$ cat src/srs_pkg.sv
// constants for the stall and rename event selector of one performance counter
// assumes a single core clock domain and a word-wide avalon-mm register port
//
// What this block does
// event D5H counts segment renames; mask bits 01H..08H pick one segment register each
// event D5H with mask 0FH counts a rename of any of the four
// event DCH mask 01H counts cycles the retirement buffer is at capacity
// event DCH mask 02H counts cycles the scheduling station is at capacity
// mask 04 counts load-limit stalls, from reaching the limit until a load retires
// mask 04 counts store-limit stalls, from reaching the limit until a store commits
// mask 04 counts cycles an instruction waits for all earlier stores to commit
// event DCH mask 08H counts cycles stalled by a floating-point control word write
// event DCH mask 10H counts cycles from mispredict detection until the branch retires
// during mispredict recovery new micro-ops are blocked; the stall stays asserted throughout
// event DCH mask 1FH counts cycles with any of the five stall conditions
// several mask bits add at most one per cycle, on the OR of selected conditions
package srs_pkg;

   ////////////////////////////////////////////////////////////////////////////////
   // event codes and unit-mask bits
   localparam logic [7:0] EVT_SEG_RENAME = 8'hD5;
   localparam logic [7:0] EVT_RES_STALL = 8'hDC;
   localparam logic [7:0] UM_RB_FULL = 8'h01;
   localparam logic [7:0] UM_SS_FULL = 8'h02;
   localparam logic [7:0] UM_LD_ST = 8'h04;
   localparam logic [7:0] UM_FPCW = 8'h08;
   localparam logic [7:0] UM_MISPRED = 8'h10;
   localparam logic [7:0] UM_SEG_ANY = 8'h0F;
   localparam logic [7:0] UM_STALL_ANY = 8'h1F;

   // bit index of each stall condition in the condition vector
   localparam int STALL_RB = 0;
   localparam int STALL_SS = 1;
   localparam int STALL_LDST = 2;
   localparam int STALL_FPCW = 3;
   localparam int STALL_MISPRED = 4;
   localparam int NUM_STALL = 5;
   localparam int NUM_SEG = 4;

   ////////////////////////////////////////////////////////////////////////////////
   // occupancy widths and capacities (plain defaults)
   localparam int OCC_W = 8;
   localparam logic [7:0] RB_CAPACITY = 8'h60;
   localparam logic [7:0] SS_CAPACITY = 8'h20;
   localparam logic [7:0] LOAD_LIMIT = 8'h20;
   localparam logic [7:0] STORE_LIMIT = 8'h14;

   ////////////////////////////////////////////////////////////////////////////////
   // register map, byte addresses
   localparam logic [3:0] ADDR_SELECT = 4'h0;
   localparam logic [3:0] ADDR_COUNT = 4'h4;
   localparam logic [3:0] ADDR_STATUS = 4'h8;

   // select register fields
   localparam int SEL_EVT_LSB = 0;
   localparam int SEL_UM_LSB = 8;
   localparam int SEL_EN_BIT = 16;
   localparam logic [31:0] SELECT_RESET = 32'h0000_0000;
   localparam logic [31:0] SELECT_MASK = 32'h0001_FFFF;
   localparam logic [31:0] COUNT_RESET = 32'h0000_0000;

   // status register fields
   localparam int STAT_STALL_LSB = 0;
   localparam int STAT_SEG_LSB = 5;
   localparam int STAT_BLOCK_BIT = 9;

endpackage

$ cat src/srs_cond_if.sv
// condition bundle passed from the stall tracker to the counter logic
// assumes both ends sit on the same core clock
`timescale 1ns/1ps
interface srs_cond_if;
   logic [4:0] stall;  // live stall conditions, one per mask bit
   logic block_entry;  // mispredict recovery in progress

   modport tracker (output stall, output block_entry);
   modport counter (input stall, input block_entry);
endinterface

$ cat src/srs_event_select.sv
// top of the stall and rename event selector: avalon-mm registers, selection, counter
// assumes the pipeline drives its conditions synchronous to sys_clk
`timescale 1ns/1ps
module srs_event_select (
   input logic sys_clk,                   // core clock, 100 MHz
   input logic nrst,                      // async reset, active low
   input logic ce,                        // clock enable, freezes state when low
   // avalon-mm slave
   input logic [3:0] avs_address,         // byte address
   input logic avs_read,                  // read request
   input logic avs_write,                 // write request
   input logic [3:0] avs_byteenable,      // write byte lanes
   input logic [31:0] avs_writedata,      // write data
   output logic [31:0] avs_readdata,      // read data, registered
   output logic avs_waitrequest,          // stall until answer ready
   // segment rename pulses
   input logic seg_rename_extra,          // first segment register renamed
   input logic seg_rename_data,           // second segment register renamed
   input logic seg_rename_third,          // third segment register renamed
   input logic seg_rename_fourth,         // fourth segment register renamed
   // resource conditions
   input logic [7:0] rb_occupancy,        // retirement buffer occupancy
   input logic [7:0] ss_occupancy,        // scheduling station occupancy
   input logic [7:0] load_inflight,       // loads in flight
   input logic load_retire,               // a load retired
   input logic [7:0] store_inflight,      // stores in flight
   input logic store_commit,              // a store committed
   input logic fence_wait,                // fence waiting on stores
   input logic fp_ctrl_word_write_stall,  // control word write stall
   input logic mispredict_detect,         // mispredict detected
   input logic mispredict_retired,        // mispredicted branch retired
   // outputs
   output logic block_ooo_entry,          // keep new micro-ops out of order stages
   output logic count_inc                 // counter advanced this cycle
);

   ////////////////////////////////////////////////////////////////////////////////
   // functions
   // true if any selected condition bit is set
   function automatic logic mask_hit(input logic [7:0] umask, input logic [4:0] conds);
      mask_hit = |(umask[4:0] & conds);
   endfunction

   // merge write data into a word by byte lanes
   function automatic logic [31:0] lane_merge(input logic [31:0] old_w,
                                              input logic [31:0] new_w,
                                              input logic [3:0] be);
      logic [31:0] res;
      res = old_w;
      for (int i = 0; i < 4; i++) begin
         if (be[i]) begin
            res[i*8 +: 8] = new_w[i*8 +: 8];
         end
      end
      lane_merge = res;
   endfunction

   ////////////////////////////////////////////////////////////////////////////////
   // stall tracker
   srs_cond_if cond_bus ();

   srs_stall_track u_track (
      .sys_clk(sys_clk),
      .nrst(nrst),
      .ce(ce),
      .rb_occupancy(rb_occupancy),
      .ss_occupancy(ss_occupancy),
      .load_inflight(load_inflight),
      .load_retire(load_retire),
      .store_inflight(store_inflight),
      .store_commit(store_commit),
      .fence_wait(fence_wait),
      .fp_ctrl_word_write_stall(fp_ctrl_word_write_stall),
      .mispredict_detect(mispredict_detect),
      .mispredict_retired(mispredict_retired),
      .cond(cond_bus)
   );

   ////////////////////////////////////////////////////////////////////////////////
   // registers
   logic [31:0] select_reg;
   logic [31:0] count;
   logic [31:0] next_count;
   logic bus_ack;
   logic [31:0] next_readdata;

   // select fields
   wire [7:0] sel_event = select_reg[srs_pkg::SEL_EVT_LSB +: 8];
   wire [7:0] sel_umask = select_reg[srs_pkg::SEL_UM_LSB +: 8];
   wire sel_enable = select_reg[srs_pkg::SEL_EN_BIT];

   // segment rename vector, mask bit 0 to 3
   wire [3:0] seg_vec = {seg_rename_fourth, seg_rename_third, seg_rename_data,
                         seg_rename_extra};
   wire [4:0] stall_vec = cond_bus.stall;

   ////////////////////////////////////////////////////////////////////////////////
   // event selection; several mask bits OR together into one increment
   wire seg_hit = (sel_event == srs_pkg::EVT_SEG_RENAME)
      && mask_hit(sel_umask, {1'b0, seg_vec});
   wire stall_hit = (sel_event == srs_pkg::EVT_RES_STALL)
      && mask_hit(sel_umask, stall_vec);
   wire hw_inc = ce && sel_enable && (seg_hit || stall_hit);

   ////////////////////////////////////////////////////////////////////////////////
   // bus decode; one wait state, the answer comes on the second edge
   wire bus_req = avs_read | avs_write;
   wire bus_take = bus_req & bus_ack;
   wire wr_select = bus_take && avs_write && (avs_address == srs_pkg::ADDR_SELECT);
   wire wr_count = bus_take && avs_write && (avs_address == srs_pkg::ADDR_COUNT);
   wire [31:0] status_word = {22'h0, cond_bus.block_entry, seg_vec, stall_vec};

   assign avs_waitrequest = bus_req & ~bus_ack;
   assign block_ooo_entry = cond_bus.block_entry;
   assign count_inc = hw_inc & ~wr_count;

   // read mux, unmapped reads answer zero
   always_comb begin
      case (avs_address)
         srs_pkg::ADDR_SELECT: next_readdata = select_reg;
         srs_pkg::ADDR_COUNT: next_readdata = count;
         srs_pkg::ADDR_STATUS: next_readdata = status_word;
         default: next_readdata = 32'h0000_0000;
      endcase
   end

   // software load beats a hardware increment in the same cycle
   always_comb begin
      if (wr_count) begin
         next_count = lane_merge(count, avs_writedata, avs_byteenable);
      end else if (hw_inc) begin
         next_count = count + 32'h0000_0001;
      end else begin
         next_count = count;
      end
   end

   // bus handshake and read data
   always_ff @(posedge sys_clk or negedge nrst) begin
      if (!nrst) begin
         bus_ack <= 1'b0;
         avs_readdata <= 32'h0000_0000;
      end else if (ce) begin
         bus_ack <= bus_req & ~bus_ack;
         if (bus_req && !bus_ack && avs_read) begin
            avs_readdata <= next_readdata;
         end
      end
   end

   // select register
   always_ff @(posedge sys_clk or negedge nrst) begin
      if (!nrst) begin
         select_reg <= srs_pkg::SELECT_RESET;
      end else if (ce && wr_select) begin
         select_reg <= lane_merge(select_reg, avs_writedata, avs_byteenable)
            & srs_pkg::SELECT_MASK;
      end
   end

   // counter
   always_ff @(posedge sys_clk or negedge nrst) begin
      if (!nrst) begin
         count <= srs_pkg::COUNT_RESET;
      end else if (ce) begin
         count <= next_count;
      end
   end

   wire plain_cycle = ce && sel_enable && !wr_count;
   wire on_dc = (sel_event == srs_pkg::EVT_RES_STALL);
   wire on_d5 = (sel_event == srs_pkg::EVT_SEG_RENAME);

   // quiet cycles: a selected condition that is low must not count; the station at capacity must count
   // one wire per stall selection except mask 04 keeps the properties short
   wire dc_plain = plain_cycle && on_dc;
   wire dc_rb = dc_plain && sel_umask == srs_pkg::UM_RB_FULL;
   wire dc_ss = dc_plain && sel_umask == srs_pkg::UM_SS_FULL;
   wire dc_fp = dc_plain && sel_umask == srs_pkg::UM_FPCW;
   wire dc_mp = dc_plain && sel_umask == srs_pkg::UM_MISPRED;
   wire dc_any = dc_plain && sel_umask == srs_pkg::UM_STALL_ANY;
   wire d5_any = plain_cycle && on_d5 && sel_umask == srs_pkg::UM_SEG_ANY;
endmodule // srs_event_select

$ cat src/srs_stall_track.sv
// stall tracker: turns pipeline occupancy and events into five stall levels
// assumes occupancy counts and event pulses are synchronous to sys_clk
`timescale 1ns/1ps
module srs_stall_track (
   input logic sys_clk,                   // core clock
   input logic nrst,                      // async reset, active low
   input logic ce,                        // clock enable, freezes state when low
   input logic [7:0] rb_occupancy,        // instructions awaiting retirement
   input logic [7:0] ss_occupancy,        // instructions awaiting execution
   input logic [7:0] load_inflight,       // loads in the pipeline
   input logic load_retire,               // a load retired this cycle
   input logic [7:0] store_inflight,      // stores in the pipeline
   input logic store_commit,              // a store committed its data
   input logic fence_wait,                // fence waiting for earlier stores
   input logic fp_ctrl_word_write_stall,  // control word write in progress
   input logic mispredict_detect,         // branch mispredict found at execution
   input logic mispredict_retired,        // that branch and all older ops retired
   srs_cond_if.tracker cond               // conditions to the counter
);

   ////////////////////////////////////////////////////////////////////////////////
   // held stall states
   logic load_stall;
   logic store_stall;
   logic recovery;
   logic next_load_stall;
   logic next_store_stall;
   logic next_recovery;

   // limit compares
   wire load_at_limit = (load_inflight >= srs_pkg::LOAD_LIMIT);
   wire store_at_limit = (store_inflight >= srs_pkg::STORE_LIMIT);

   // a stall starts at the limit and is held until its release event
   assign next_load_stall = (load_stall | load_at_limit) & ~load_retire;
   assign next_store_stall = (store_stall | store_at_limit) & ~store_commit;
   // recovery runs from detection until the branch retires
   assign next_recovery = (recovery | mispredict_detect) & ~mispredict_retired;

   // state flops
   always_ff @(posedge sys_clk or negedge nrst) begin
      if (!nrst) begin
         load_stall <= 1'b0;
         store_stall <= 1'b0;
         recovery <= 1'b0;
      end else if (ce) begin
         load_stall <= next_load_stall;
         store_stall <= next_store_stall;
         recovery <= next_recovery;
      end
   end

   ////////////////////////////////////////////////////////////////////////////////
   // condition vector
   assign cond.stall[srs_pkg::STALL_RB] = (rb_occupancy >= srs_pkg::RB_CAPACITY);
   assign cond.stall[srs_pkg::STALL_SS] = (ss_occupancy >= srs_pkg::SS_CAPACITY);
   assign cond.stall[srs_pkg::STALL_LDST] = load_stall | load_at_limit | store_stall
      | store_at_limit | fence_wait;
   assign cond.stall[srs_pkg::STALL_FPCW] = fp_ctrl_word_write_stall;
   assign cond.stall[srs_pkg::STALL_MISPRED] = recovery | mispredict_detect;
   // entry block covers the whole recovery interval
   assign cond.block_entry = recovery | mispredict_detect;
endmodule // srs_stall_track

$ cat config.mk
export PLATFORM = sky130hd
export DESIGN_NAME = srs_event_select
export DESIGN_NICKNAME = d
export VERILOG_FILES = /design/src/srs_pkg.sv /design/src/srs_cond_if.sv /design/src/srs_event_select.sv /design/src/srs_stall_track.sv
export SDC_FILE = /design/constraint.sdc
export NUM_CORES = 1
export LEC_CHECK = 0
export ABC_AREA = 1
export BUFFER_PORTS_ARGS = -buffer_cell sky130_fd_sc_hd__buf_2
export CORE_AREA = 2 2 100 102
export CTS_CLUSTER_DIAMETER = 150
export DETAILED_ROUTE_END_ITERATION = 8
export DIE_AREA = 0 0 102 104
export MAX_ROUTING_LAYER = met4
export PLACE_DENSITY_LB_ADDON = 0.15
export SYNTH_ARGS = -nofsm -noshare
export SYNTH_HDL_FRONTEND = slang
export SYNTH_SLANG_ARGS = --single-unit
$ cat constraint.sdc
create_clock -name sys_clk -period 2.3 [get_ports sys_clk]
set_clock_uncertainty 0.1 [all_clocks]
set_input_delay 0.23 -clock sys_clk [delete_from_list [all_inputs] [get_ports sys_clk]]
set_output_delay 0.23 -clock sys_clk [all_outputs]
set_load 0.005 [all_outputs]
==> out/metrics.cfg <==
[status]
status = finished, final reports clean

[placed_design]
gp_congestion = 0.984
numPortBuffers = 104
hpwlAfterDp_mm = 10.8

[setup_path]
startpoint_type = flip-flop
path_class = reg2out
crit_chain = inv_1 > nand4_1 > nor3_1 > nand3_1 > nand2_1 > nand2_2 > nor2_1 > buf_2
slowest_delay_ns = 0.39
cp_max_fo = 2
critPathSlowestCell = dfrtp_1
crit_required_ns = 1.97
crit_arrival_ns = 1.81
end_kind = output pin
cp_num_buf_inv = 2
crit_family = simple AND/OR/NAND/NOR gates

[routing]
avgViaCountPerCell = 5.35
wl_mm = 14.3
ant_nets = 0
dr.pass1.iters = 5
vias = 4795
routedWlPerCell_um = 15.9
dr.first_iter.drc_count = 370
route.detailed.drc = 0

[floorplanning]
fp.dieW_um = 102
chipHeight_um = 104
rows = 36
io_pins = 122
coreArea_um2 = 9550
start_util_pct = 52.5
die_area_um2 = 10600

[grt]
grt_start_max_net_pins = 44
antenna_found_initial = 0
grt_pass1_vias = 4456
overflow = 0
grt_pass1_wl_mm = 23.1
grt_usage_pct = 28.7

[hold_path]
min_path_type = in2reg

[synthesis]
synth_ff_type = dfrtp_1
syn_area_per_cell_um2 = 7.67
syn_inst = 654
synth_cell_type_count = 42
syn-num-nets = 742
synth-edff-count = 0
synth_common_cells = nand2_1 (192), dfrtp_1 (85), nand3_1 (65)
yosysTopAreaCell = dfrtp_1
ys_warn_count = 0
async_reset_ff_share_pct = 100
synth.area.top_cells = dfrtp_1 (42%), nand2_1 (14%), nand3_1 (6.5%)
synth_most_common_cell = nand2_1
synth_area_um2 = 5010
yosysSeqAreaShare_pct = 42.4
synth_top_area_share_pct = 42.4
synth-seq-cells = 85

[finish]
drive_above_1_share_pct = 23.8
layout.nets = 847
syn2layout_area_growth_pct = 17.2
n_antenna_cell = 0

[job]
maxCapViolCount = 0

[sta]
worst_slew_pin_slew_ns = 0.551
hold_viol = 0
setup_viol = 0
rsz0062_at_grt = no
timing.final.crit_period_ns = 2.14
final_max_slew_viol_count = 0
max_freq_mhz = 467
fin_crit_sh_pct = 93.1
slew_headroom_pct = 63.3
fin_setup_tns_ns = 0

[clock_network]
cts-resized-gates = 0
clock-sinks = 85
clock_tree.buffer_depth = 2
cts-root-buf = clkbuf_8
clk_pin_slew_ns = 0.09
cts_tree = yes
cts_buffers = 9
clock_latency_ns = 0.36
htree_levels = 3

[pwr]
power.total_w = 0.00297
power_leakage_nw = 2.96
ir_drop_mv = 0.331
power_per_cell_area_nw_per_um2 = 505

[layout by cell type (no fill, tap or decap), types with 2 or more instances in the layout]
cell type	Yosys	final
nand3b_1	4	4
clkinv_4	0	3
o21a_1	3	3
a22oi_1	4	4
nor2_2	4	5
o22ai_1	3	3
nand2_1	192	192
mux2_2	27	27
nand4_1	9	9
o21ai_0	38	38
o211ai_1	5	5
nor3_1	8	8
dfrtp_1	85	85
nor2_4	4	4
nand2_2	7	7
xor2_1	5	5
clkbuf_8	0	9
o31ai_1	3	3
buf_2	7	103
mux2i_1	5	5
dlygate4sd3_1	0	2
buf_4	3	11
nor2_1	52	51
o21ai_1	20	20
nand3_1	65	65
a22o_1	2	2
inv_1	56	56
inv_6	0	2
a21oi_1	15	15
a21boi_0	2	2
clkinvlp_4	0	2
[layer usage]
| layer | vias up | share of wire (%) | track usage, % |
|---|---|---|---|
| met1 | 2203 | 48 | 43.7 |
| li1 | 2380 | - | - |
| met3 | 14 | 8.2 | 4.77 |
| met2 | 198 | 43 | 39.7 |
| met4 | 0 | 1.1 | 7.43 |
| met5 | - | 0 | - |
[cell type report]
cell class                      instances  area, um^2
Clock buffer                            9         124
Tap cell                              133         166
Inverter                               58         218
Fill cell                             888        3670
Timing Repair Buffer                  117         638
Multi-Input combinational cell        488        2540
Sequential cell                        85        2130
Clock inverter                          7        58.8
[report_power, final]
part	switching, W	internal (W)
Combinational	0.000206	0.000151
Sequential	0.0000501	0.00155
Clock	0.000601	0.000405
[timing repair]
action / CTS / global route
setup buffers: 0 / 0
endpoints found under the hold margin: 43 / 0
hold buffers: 2 / 0
[path summary, 6_finish.rpt]
kind                                           start                      endpoint  slack (ns)  depth (start not counted)
min reg2reg                select_reg[0]$_DFFE_PN0P_     select_reg[0]$_DFFE_PN0P_        0.39                          2
min                                avs_writedata[15]    select_reg[15]$_DFFE_PN0P_       0.009                          2
max                        select_reg[5]$_DFFE_PN0P_                     count_inc        0.16                          8
min in group asynchronous                       nrst  u_track.recovery$_DFFE_PN0P_        0.28                          2
max in group asynchronous                       nrst         count[10]$_DFFE_PN0P_        1.18                          3
max reg2reg                     count[1]$_DFFE_PN0P_         count[20]$_DFFE_PN0P_        0.23                         10
[logic make-up (layout without fill, tap and decap cells)]
logic type / Yosys count / after routing / share of synthesized area [%]
compound gates: 98 / 98 / 11.0
buf+inv: 81 / 191 / 6.91
flops: 85 / 85 / 42.4
xor+xnor: 5 / 5 / 0.873
fa+ha+maj: 1 / 1 / 0.250
mux: 32 / 32 / 7.06
simple gates: 352 / 352 / 31.4
[metrics by stage]
stage / instance area (um^2) / worst slack [ns] / std cells / hold WS [ns] / util (%)
finish: 5870 / 0.159 / 897 / 0.00889 / 61.5
global route: 5870 / 0.0195 / 897 / 0.0113 / 61.5
global placement: 5670 / 0.292 / 879 / 0.151 / 59.4
floorplan: 5010 / 0.643 / 654 / -0.166 / -
detailed placement: 5670 / 0.290 / 879 / 0.157 / 59.4
CTS: 5870 / 0.167 / 897 / 0.00195 / 61.5
Power figures use the tool's default switching activity.
